--- src/include/msx_pkg.sv ---
// Package with operation codes, field widths and reset values for the executor.
`default_nettype none
package msx_pkg;
    // Operations presented by the instruction decoder.
    typedef enum logic [3:0] {
        MSX_OP_NONE,
        MSX_OP_LOGICAL_RIGHT_SHIFT,
        MSX_OP_INDIRECT_LOAD,
        MSX_OP_INDIRECT_STORE,
        MSX_OP_BANK_LITERAL_LOAD,
        MSX_OP_PAGE_LITERAL_LOAD,
        MSX_OP_LITERAL_TO_ACCUM,
        MSX_OP_ACCUM_TO_FILE
    } msx_op_t;

    // Pointer mode field encodings.
    localparam logic [1:0] MSX_MODE_PRE_INC  = 2'h0;
    localparam logic [1:0] MSX_MODE_PRE_DEC  = 2'h1;
    localparam logic [1:0] MSX_MODE_POST_INC = 2'h2;
    localparam logic [1:0] MSX_MODE_POST_DEC = 2'h3;

    // Widths of the architectural registers and fields; number of pointers.
    localparam int MSX_DATA_W   = 8;
    localparam int MSX_PTR_W    = 16;
    localparam int MSX_FADDR_W  = 7;
    localparam int MSX_BANK_W   = 5;
    localparam int MSX_PAGE_W   = 7;
    localparam int MSX_OFS_W    = 6;
    localparam int MSX_NUM_PTR  = 2;

    // Reset values and the pointer step.
    localparam logic [7:0]  MSX_ACCUM_RST = 8'h00;
    localparam logic [15:0] MSX_PTR_RST   = 16'h0000;
    localparam logic [4:0]  MSX_BANK_RST  = 5'h00;
    localparam logic [6:0]  MSX_PAGE_RST  = 7'h00;
    localparam logic [15:0] MSX_PTR_STEP  = 16'h0001;
endpackage : msx_pkg
`default_nettype wire

--- src/hdl/msx_ptr_unit.sv ---
// Pointer address generation unit for one file pointer.
`timescale 1ns/1ps
`default_nettype none
module msx_ptr_unit (
    // Pointer value and instruction fields.
    input  wire logic [15:0] i_ptr,
    input  wire logic [1:0]  i_mode,
    input  wire logic        i_relative,
    input  wire logic [5:0]  i_offset,
    // Results.
    output logic      [15:0] o_eff_addr,
    output logic      [15:0] o_next_ptr
);
    // Signed offset extended to pointer width; 16-bit arithmetic wraps.
    wire logic [15:0] offset_ext = {{10{i_offset[5]}}, i_offset};
    wire logic [15:0] ptr_inc = i_ptr + msx_pkg::MSX_PTR_STEP;
    wire logic [15:0] ptr_dec = i_ptr - msx_pkg::MSX_PTR_STEP;
    wire logic        is_dec  = i_mode[0];
    wire logic        is_pre  = ~i_mode[1];
    wire logic [15:0] stepped = is_dec ? ptr_dec : ptr_inc;

    // Effective address: pointer plus offset for relative form, else adjusted for pre modes, raw for post modes.
    assign o_eff_addr = i_relative ? i_ptr + offset_ext
                      : (is_pre ? stepped : i_ptr);
    // Pointer after the move: stepped, or unchanged for relative form.
    assign o_next_ptr = i_relative ? i_ptr : stepped;
endmodule : msx_ptr_unit
`default_nettype wire

--- src/hdl/msx_exec.sv ---
// Executor for shift, indirect move and literal move operations.
`timescale 1ns/1ps
`default_nettype none
module msx_exec #(
    parameter int NUM_PTR = msx_pkg::MSX_NUM_PTR
) (
    // Clock and reset.
    input  wire logic        i_ref_clk,
    input  wire logic        i_rstn,
    // Decoded instruction, valid for one cycle.
    input  wire logic        i_valid,
    input  wire logic [3:0]  i_op,
    input  wire logic [6:0]  i_file_addr,
    input  wire logic        i_dest_sel,
    input  wire logic [7:0]  i_literal,
    input  wire logic        i_ptr_sel,
    input  wire logic [1:0]  i_pointer_mode_field,
    input  wire logic        i_relative,
    input  wire logic [5:0]  i_offset,
    // File operand as read by the core at i_file_addr.
    input  wire logic [7:0]  i_file_rdata,
    // Data memory read data for the indirect address.
    input  wire logic [7:0]  i_mem_rdata,
    // File register write port.
    output logic             o_file_we,
    output logic      [6:0]  o_file_waddr,
    output logic      [7:0]  o_file_wdata,
    // Data memory port for indirect access.
    output logic      [15:0] o_mem_addr,
    output logic             o_mem_we,
    output logic      [7:0]  o_mem_wdata,
    // Architectural state.
    output logic      [7:0]  o_accum,
    output logic             o_carry,
    output logic             o_zero,
    output logic      [4:0]  o_bank_select_reg,
    output logic      [6:0]  o_pc_high_latch,
    output logic      [15:0] o_file_pointer0,
    output logic      [15:0] o_file_pointer1
);
    logic [7:0]  accum_q;
    logic        carry_q;
    logic        zero_q;
    logic [4:0]  bank_q;
    logic [6:0]  page_q;
    logic [15:0] ptr_q [NUM_PTR];
    logic [15:0] ptr_d [NUM_PTR];
    logic [15:0] eff_addr [NUM_PTR];
    logic [15:0] next_ptr [NUM_PTR];

    // Operation decode.
    wire logic op_shr   = i_valid &&
        (i_op == 4'(msx_pkg::MSX_OP_LOGICAL_RIGHT_SHIFT));
    wire logic op_ild   = i_valid &&
        (i_op == 4'(msx_pkg::MSX_OP_INDIRECT_LOAD));
    wire logic op_ist   = i_valid &&
        (i_op == 4'(msx_pkg::MSX_OP_INDIRECT_STORE));
    wire logic op_bank  = i_valid &&
        (i_op == 4'(msx_pkg::MSX_OP_BANK_LITERAL_LOAD));
    wire logic op_page  = i_valid &&
        (i_op == 4'(msx_pkg::MSX_OP_PAGE_LITERAL_LOAD));
    wire logic op_lit   = i_valid &&
        (i_op == 4'(msx_pkg::MSX_OP_LITERAL_TO_ACCUM));
    wire logic op_a2f   = i_valid &&
        (i_op == 4'(msx_pkg::MSX_OP_ACCUM_TO_FILE));
    wire logic op_ind   = op_ild || op_ist;

    // Shift datapath: zero into MSb, bit 0 out to carry.
    wire logic [7:0] shr_result = {1'b0, i_file_rdata[7:1]};
    wire logic       shr_carry  = i_file_rdata[0];
    wire logic       shr_zero   = (shr_result == 8'h00);
    wire logic       ild_zero   = (i_mem_rdata == 8'h00);

    // One address unit per pointer; the selected one drives memory.
    genvar gi;
    generate
        for (gi = 0; gi < NUM_PTR; gi++) begin : g_ptr
            msx_ptr_unit u_ptr (
                .i_ptr      (ptr_q[gi]),
                .i_mode     (i_pointer_mode_field),
                .i_relative (i_relative),
                .i_offset   (i_offset),
                .o_eff_addr (eff_addr[gi]),
                .o_next_ptr (next_ptr[gi])
            );
            // Only the selected pointer moves, and only on indirect ops.
            assign ptr_d[gi] = (op_ind && (i_ptr_sel == 1'(gi)))
                             ? next_ptr[gi] : ptr_q[gi];

            always_ff @(posedge i_ref_clk or negedge i_rstn) begin
                if (!i_rstn) begin
                    ptr_q[gi] <= msx_pkg::MSX_PTR_RST;
                end else begin
                    ptr_q[gi] <= ptr_d[gi];
                end
            end
        end
    endgenerate

    // The window has no storage; the pointer address goes to memory.
    wire logic [15:0] sel_eff = i_ptr_sel ? eff_addr[1] : eff_addr[0];
    assign o_mem_addr  = sel_eff;
    assign o_mem_we    = op_ist;
    assign o_mem_wdata = accum_q;

    // File write port: shift write-back or accumulator copy.
    wire logic shr_to_file = op_shr && i_dest_sel;
    assign o_file_we    = shr_to_file || op_a2f;
    assign o_file_waddr = i_file_addr;
    assign o_file_wdata = op_a2f ? accum_q : shr_result;

    // Next accumulator; literal load completes in this single cycle.
    wire logic [7:0] accum_d =
        (op_shr && !i_dest_sel) ? shr_result :
        op_ild ? i_mem_rdata :
        op_lit ? i_literal : accum_q;

    // Flags change only from the shift and the indirect load data.
    wire logic carry_d = op_shr ? shr_carry : carry_q;
    wire logic zero_d  = op_shr ? shr_zero
                       : op_ild ? ild_zero : zero_q;

    // Accumulator and flags.
    always_ff @(posedge i_ref_clk or negedge i_rstn) begin
        if (!i_rstn) begin
            accum_q <= msx_pkg::MSX_ACCUM_RST;
            carry_q <= 1'b0;
            zero_q  <= 1'b0;
        end else begin
            accum_q <= accum_d;
            carry_q <= carry_d;
            zero_q  <= zero_d;
        end
    end

    // Literal targets; these never touch the flags.
    always_ff @(posedge i_ref_clk or negedge i_rstn) begin
        if (!i_rstn) begin
            bank_q <= msx_pkg::MSX_BANK_RST;
            page_q <= msx_pkg::MSX_PAGE_RST;
        end else begin
            if (op_bank) begin
                bank_q <= i_literal[4:0];
            end
            if (op_page) begin
                page_q <= i_literal[6:0];
            end
        end
    end

    // State outputs straight from flip-flops.
    assign o_accum           = accum_q;
    assign o_carry           = carry_q;
    assign o_zero            = zero_q;
    assign o_bank_select_reg = bank_q;
    assign o_pc_high_latch   = page_q;
    assign o_file_pointer0   = ptr_q[0];
    assign o_file_pointer1   = ptr_q[1];
endmodule : msx_exec
`default_nettype wire

--- config.mk ---
export PLATFORM = sky130hd
export DESIGN_NAME = msx_exec
export DESIGN_NICKNAME = d
export VERILOG_FILES = /design/src/include/msx_pkg.sv /design/src/hdl/msx_ptr_unit.sv /design/src/hdl/msx_exec.sv
export SDC_FILE = /design/constraint.sdc
export NUM_CORES = 1
export LEC_CHECK = 0
export BUFFER_PORTS_ARGS = -buffer_cell sky130_fd_sc_hd__buf_2
export CORE_ASPECT_RATIO = 0.7
export CORE_MARGIN = 4
export CORE_UTILIZATION = 45
export CTS_CLUSTER_SIZE = 40
export DETAILED_ROUTE_END_ITERATION = 7
export GPL_ROUTABILITY_DRIVEN = 0
export HOLD_SLACK_MARGIN = 0.08
export PLACE_DENSITY = 0.65
export SLEW_MARGIN = 0
export SYNTH_ARGS = -nofsm -noshare
export SYNTH_HDL_FRONTEND = slang
export SYNTH_SLANG_ARGS = --single-unit
--- constraint.sdc ---
create_clock -name i_ref_clk -period 7.9 [get_ports i_ref_clk]
set_clock_uncertainty 0.05 [all_clocks]
set_input_delay 0 -clock i_ref_clk [delete_from_list [all_inputs] [get_ports i_ref_clk]]
set_output_delay 0 -clock i_ref_clk [all_outputs]
set_load 0.02 [all_outputs]
* Yosys cells after proc, flatten, opt, wreduce, memory -nomap -nowiden
Cells that the tools add are included.
** Cells by class
- Equal/unequal tests :: 7
- Reductions and logical operators :: 20
- $add $sub $neg :: 6
- Muxes and demuxes :: 13
- Bitwise operators :: 2
** Operators by type and width (count)
- $mux 16 :: 7
- $add 16x1->16 const B :: 2
- $add 16x16->16 :: 2
- $mux 8 :: 4
- $sub 16x1->16 const B :: 2
- $eq 4x3->1 const B :: 4
- $logic_not 8->1 :: 2
- $logic_and 1x1->1 :: 11
- $eq 4x2->1 const B :: 2
- $eq 4x1->1 const B :: 1
- $reduce_and 2->1 :: 2
- $reduce_bool 3->1 :: 1
- $logic_or 1x1->1 :: 2
- $mux 1 :: 2
- $not 1->1 :: 2
- $reduce_bool 2->1 :: 1
- $logic_not 1->1 :: 1
** Storage, ports and cells
- Logic and storage cells :: 55
- Bits in registers :: 54

* Depth between registers and ports, before layout
- Word-level depth :: 5
- Gate-level depth with buffers :: 10
- Mapped depth without buffers :: 10

* Cells and area by module
From an unflattened synthesis, not the netlist that was laid out.
** Unflattened totals
- Cells, all modules :: 762
- Area, all modules :: 6618.8 um2
** Modules (own cells, without submodules)
- msx_exec :: instances 1, area each 2681.3 um2, cells an instance 195
- msx_ptr_unit (g_ptr[1].u_ptr) :: instances 1, area each 1971.9 um2, cells an instance 288
- msx_ptr_unit (g_ptr[0].u_ptr) :: instances 1, area each 1965.6 um2, cells an instance 279

* Worst setup path before layout
Ideal clock, no wire load.
- Kind :: reg-to-output
- From :: register ptr_q, in the netlist o_file_pointer0[0]
- To :: output port o_mem_addr[14]
- Stages on the path, launching flop included :: 11
- Buffers on the path :: 0
- Data required time :: 7.850 ns
- Arrival :: 2.972 ns
- Slack :: 4.878 ns
- Cells stage by stage :: dfrtp_1 ha_1 fa_1 a211oi_1 o21bai_1 a31o_2 a21oi_1 a21oi_1 a31oi_1 xor2_1 a2111oi_2
** Between the ends
- Word-level cells in the longest chain between the ends :: 5
- Elaborated cells on any way between the ends :: 7
- Classes of those cells :: add/sub (3); mux (4)
** RTL lines
- start, declared :: line msx_exec.sv:46 : logic [15:0] ptr_q [NUM_PTR];
- start signal, assigned by index :: line msx_exec.sv:92 : ptr_q[gi] <= msx_pkg::MSX_PTR_RST;
- start signal, assigned by index :: line msx_exec.sv:94 : ptr_q[gi] <= ptr_d[gi];
- $add 16x1->16 or $sub 16x1->16 (tied branches) :: line msx_ptr_unit.sv:16, msx_ptr_unit.sv:17
- $mux 16 :: line msx_ptr_unit.sv:20 : wire logic [15:0] stepped = is_dec ? ptr_dec : ptr_inc;
- $mux 16 :: line msx_ptr_unit.sv:24 : : (is_pre ? stepped : i_ptr);
- $mux 16 (*) :: line msx_ptr_unit.sv:23 : assign o_eff_addr = i_relative ? i_ptr + offset_ext
- $mux 16 (*) :: line msx_exec.sv:101 : wire logic [15:0] sel_eff = i_ptr_sel ? eff_addr[1] : eff_addr[0];
- end, declared :: line msx_exec.sv:29 : output logic [15:0] o_mem_addr,
Every way passes the cells marked *; elsewhere a longest branch is shown, timed or not.

* Worst setup path after layout
- From :: register ptr_q, in the netlist o_file_pointer1[0]
- To :: output port o_mem_addr[12]
The elaborated chain is that of the path after synthesis.

==> impl_results.md <==
* Top-area cell type share of the netlist area at 23.27%
* Final wirelength at 17.02 mm
* Leak at 3.368 nW
* Fillers at 1156
* Int Power at 1.197 mW
* Core outline area at 12510 sq um
* Post_cts resized at 0
* Maximum vdd drop at 0.1524 mV
* Switching Power at 1.232 mW
* Fmax at 290.7 MHz
* Grt ovf at 0
* Number of diodes at 0
* Power Dens Cells at 351.0 nW/um^2
* Final core occ at 55.32%
* Largest net degree at the start of global routing at 55
* Post-Synthesis Cells at 667
* Fraction of layout cells with a size suffix above 1 at 25.06%
* Area grow syn2layout at 19.16%
* DR pass1 iterations at 7
* Power share of the clock group at 9.0%
* H-tree levels at 2
* Final Hold Fails at 0
* Crit path buf inv count at 1
* Reg2reg setup slack at 5.15 ns
* Maxcap violations at 0
* Leading cell types in the layout, fill and taps excluded: buf_2 (129), nand2_1 (71), ha_1 (58), dfrtp_1 (54), a21oi_1 (51)
* Slew Limit Fails at 0
* Residual DRC count at 0
* Crit-path leading delay family: compound AO/OA/AOI/OAI gates
* Input/output buffers at 129
* Cell taking the most area after synthesis: dfrtp_1
* Slew Limit Headroom at 45.03%
* Global-route wire length before repair at 26.83 mm
* FP Rows at 34
* Post-synth EDFFs at 0
* RSZ-0062 raised after global routing: no
* Distinct cells, synth at 67
* Minimum clock period at 3.440 ns
* Top Ports at 144
* Area of the multi-input gates at 4203 sq um
* Combinational share of power at 69.9%
* Hpwl dp at 12.93 mm
* Cell area after synthesis at 5807 sq um
* Drt via density at 5.857
* Required time of the critical path at 7.85 ns
* #FFs+latches synth at 54
* M1 GR Usage at 34.25%
* CTS tree: done
* Die Ht at 103.0 um
* Critical path's slowest cell: dfrtp_1
* Crit Path Class: flip-flop to primary output
* Tot GR Track Use at 22.27%
* Die width at 143.8 um
* Area contributors post-synth: dfrtp_1 (23%), ha_1 (12%), mux2_2 (7.2%)
* Reg2Reg Launch Point: o_file_pointer0[0]$_DFFE_PN0P_
* Min-Delay Endpoint: o_accum[2]$_DFFE_PN0P_
* Final ANT Viol Nets at 0
* Outcome: complete, no violations
* CP cell instances: ha_1 -> fa_1 -> a21oi_1 -> o21bai_1 -> nor4_1 -> o31ai_2 -> a31oi_1 -> xnor2_1 -> mux2i_1 -> a211oi_1 -> buf_2
* Syn Area/Cell at 8.706 sq um
* Final critical-path share of the clock period at 43.54%
* Setup total negative slack at 0 ns
* Met3 usage at 2.689%
* CP peak stage delay at 0.49 ns
* Switching part of the total at 50.72%
* Initial antenna violation count at 0
* Worst Tran Pin Value at 0.8246 ns
* Area of the die at 14810 sq um
* Reg2reg end: o_file_pointer0[14]$_DFFE_PN0P_
* Worst hold stages at 4
* Yosys warning total at 0
* Register clock-pin slew on the reported worst setup and hold paths at 0.07 ns
* Post-synth ARST share at 100.0%
* CP endpoint kind: primary output
* Clock buffer count from CTS at 5
* Part of the Yosys area used for sequential elements at 23.27%
* Routed len/inst at 17.73 um
* Hold_sp: i_mem_rdata[2]
* Fin nets at 908
* Via count at 5623
* Reg area at 1351 sq um
* Leading cell type in the layout, fill and taps excluded: buf_2
* M2 GR Usage at 34.51%
* CP Launch Type: flip-flop
* Crit-path max FO at 7
* R2R depth at 8
* Main synth FF type: dfrtp_1
* Crit path DAT at 3.39 ns
* Vias in the first global route at 5120
* Initial Utilization at 46.43%
* Hold Crit Class: primary input to flip-flop
* Pwr Total at 2.428 mW
* Fin worst setup slack at 4.460 ns
* Clk sinks at 54
* CTS root buf: clkbuf_16
* Starting DRC count in detailed routing at 353
* Clk_lat worst skew at 0.29 ns
* Syn nets at 778
* GR peak layer: met2
* Setup Viol. Count Final at 0
* Dpl ws at 4.816 ns
* Clock Path Buffers at 2
* Seq pwr share at 21.1%
## cell type report
| type | count | area share (%) |
|---|---|---|
| Timing Repair Buffer | 161 | 13.92 |
| Multi-Input combinational cell | 561 | 60.74 |
| Clock inverter | 3 | 0.3074 |
| Inverter | 14 | 0.7595 |
| Sequential cell | 54 | 19.53 |
| Tap cell | 162 | 2.929 |
| Clock buffer | 5 | 1.808 |
## metal layers
layer / routed length (um) / vias up
met2: 7634 / 199
li1: - / 2736
met4: 122 / 0
met3: 1102 / 14
met5: 0 / -
met1: 8158 / 2674
## worst max-delay path by stage
stage | startpoint | endpoint | slack, ns | depth (start not counted)
2_1_floorplan | o_file_pointer0[0]$_DFFE_PN0P_ | o_mem_addr[14] | 4.88 | 10
3_3_place_gp | o_file_pointer0[0]$_DFFE_PN0P_ | o_mem_addr[14] | 4.85 | 11
3_5_place_dp | o_file_pointer0[0]$_DFFE_PN0P_ | o_mem_addr[14] | 4.82 | 11
4_1_cts | o_file_pointer0[0]$_DFFE_PN0P_ | o_mem_addr[14] | 4.49 | 11
5_1_grt | o_file_pointer1[0]$_DFFE_PN0P_ | o_mem_addr[12] | 4.20 | 11
6_report | o_file_pointer1[0]$_DFFE_PN0P_ | o_mem_addr[12] | 4.46 | 11
## synthesized netlist by cell type, types with 5 or more instances
cell type and count:
a211o_1 5, a211oi_1 14, a21o_1 17, a21oi_1 51, a221o_1 8, a31oi_1 10
buf_1 7, buf_4 15, clkbuf_1 15, dfrtp_1 54, ha_1 58, inv_1 12
mux2_2 37, mux2i_1 15, mux4_2 7, nand2_1 71, nand2b_1 6, nand3_1 11
nor2_1 45, nor2b_1 8, nor3_1 10, nor4_1 5, o211ai_1 5, o21a_1 9
o21ai_0 37, o21ai_1 12, o21bai_1 5, or3_1 7, xnor2_1 29, xor2_1 23
## repair_timing
action                    in CTS  in global routing
hold buffers                  31                  0
hold endpoints to repair      83                  0
buffers inserted               0                  0
## power by group through the flow
| stage | logic, mW | registers, mW | clock network, mW |
|---|---|---|---|
| final | 1.70 | 0.512 | 0.219 |
| after global routing | 1.86 | 0.528 | 0.238 |
| after CTS | 1.69 | 0.507 | 0.223 |
| after detailed placement | 1.66 | 0.511 | 0 |
| after global placement | 1.62 | 0.506 | 0 |
| after floorplan | 1.13 | 0.583 | 0 |
## tightest hold or removal path: cells and delay by family
family	cells	cell delay, ns
muxes	1	0.06
buffers and inverters	1	0.09
and+or+nand+nor	1	0.12
AOI/OAI and AO/OA	1	0.12
## logic make-up after synthesis
kind of cell	count (synthesis)	synth area share, %
AOI/OAI and AO/OA	202	23.16
and+or+nand+nor	186	15.02
adders and majority gates	62	13.88
muxes	59	12.48
DFF	54	23.27
xor gates and xnor gates	52	7.843
buffers and inverters	52	4.352
## through the flow
step	hold WS, ns	std cells	area, sq um
after floorplan	-0.3456	667	5807
after global placement	-0.04986	921	6462
after detailed placement	-0.04986	921	6462
after CTS	0.08967	960	6919
after global routing	0.1294	960	6919
final	0.08682	960	6919
Power figures use the tool's default switching activity.
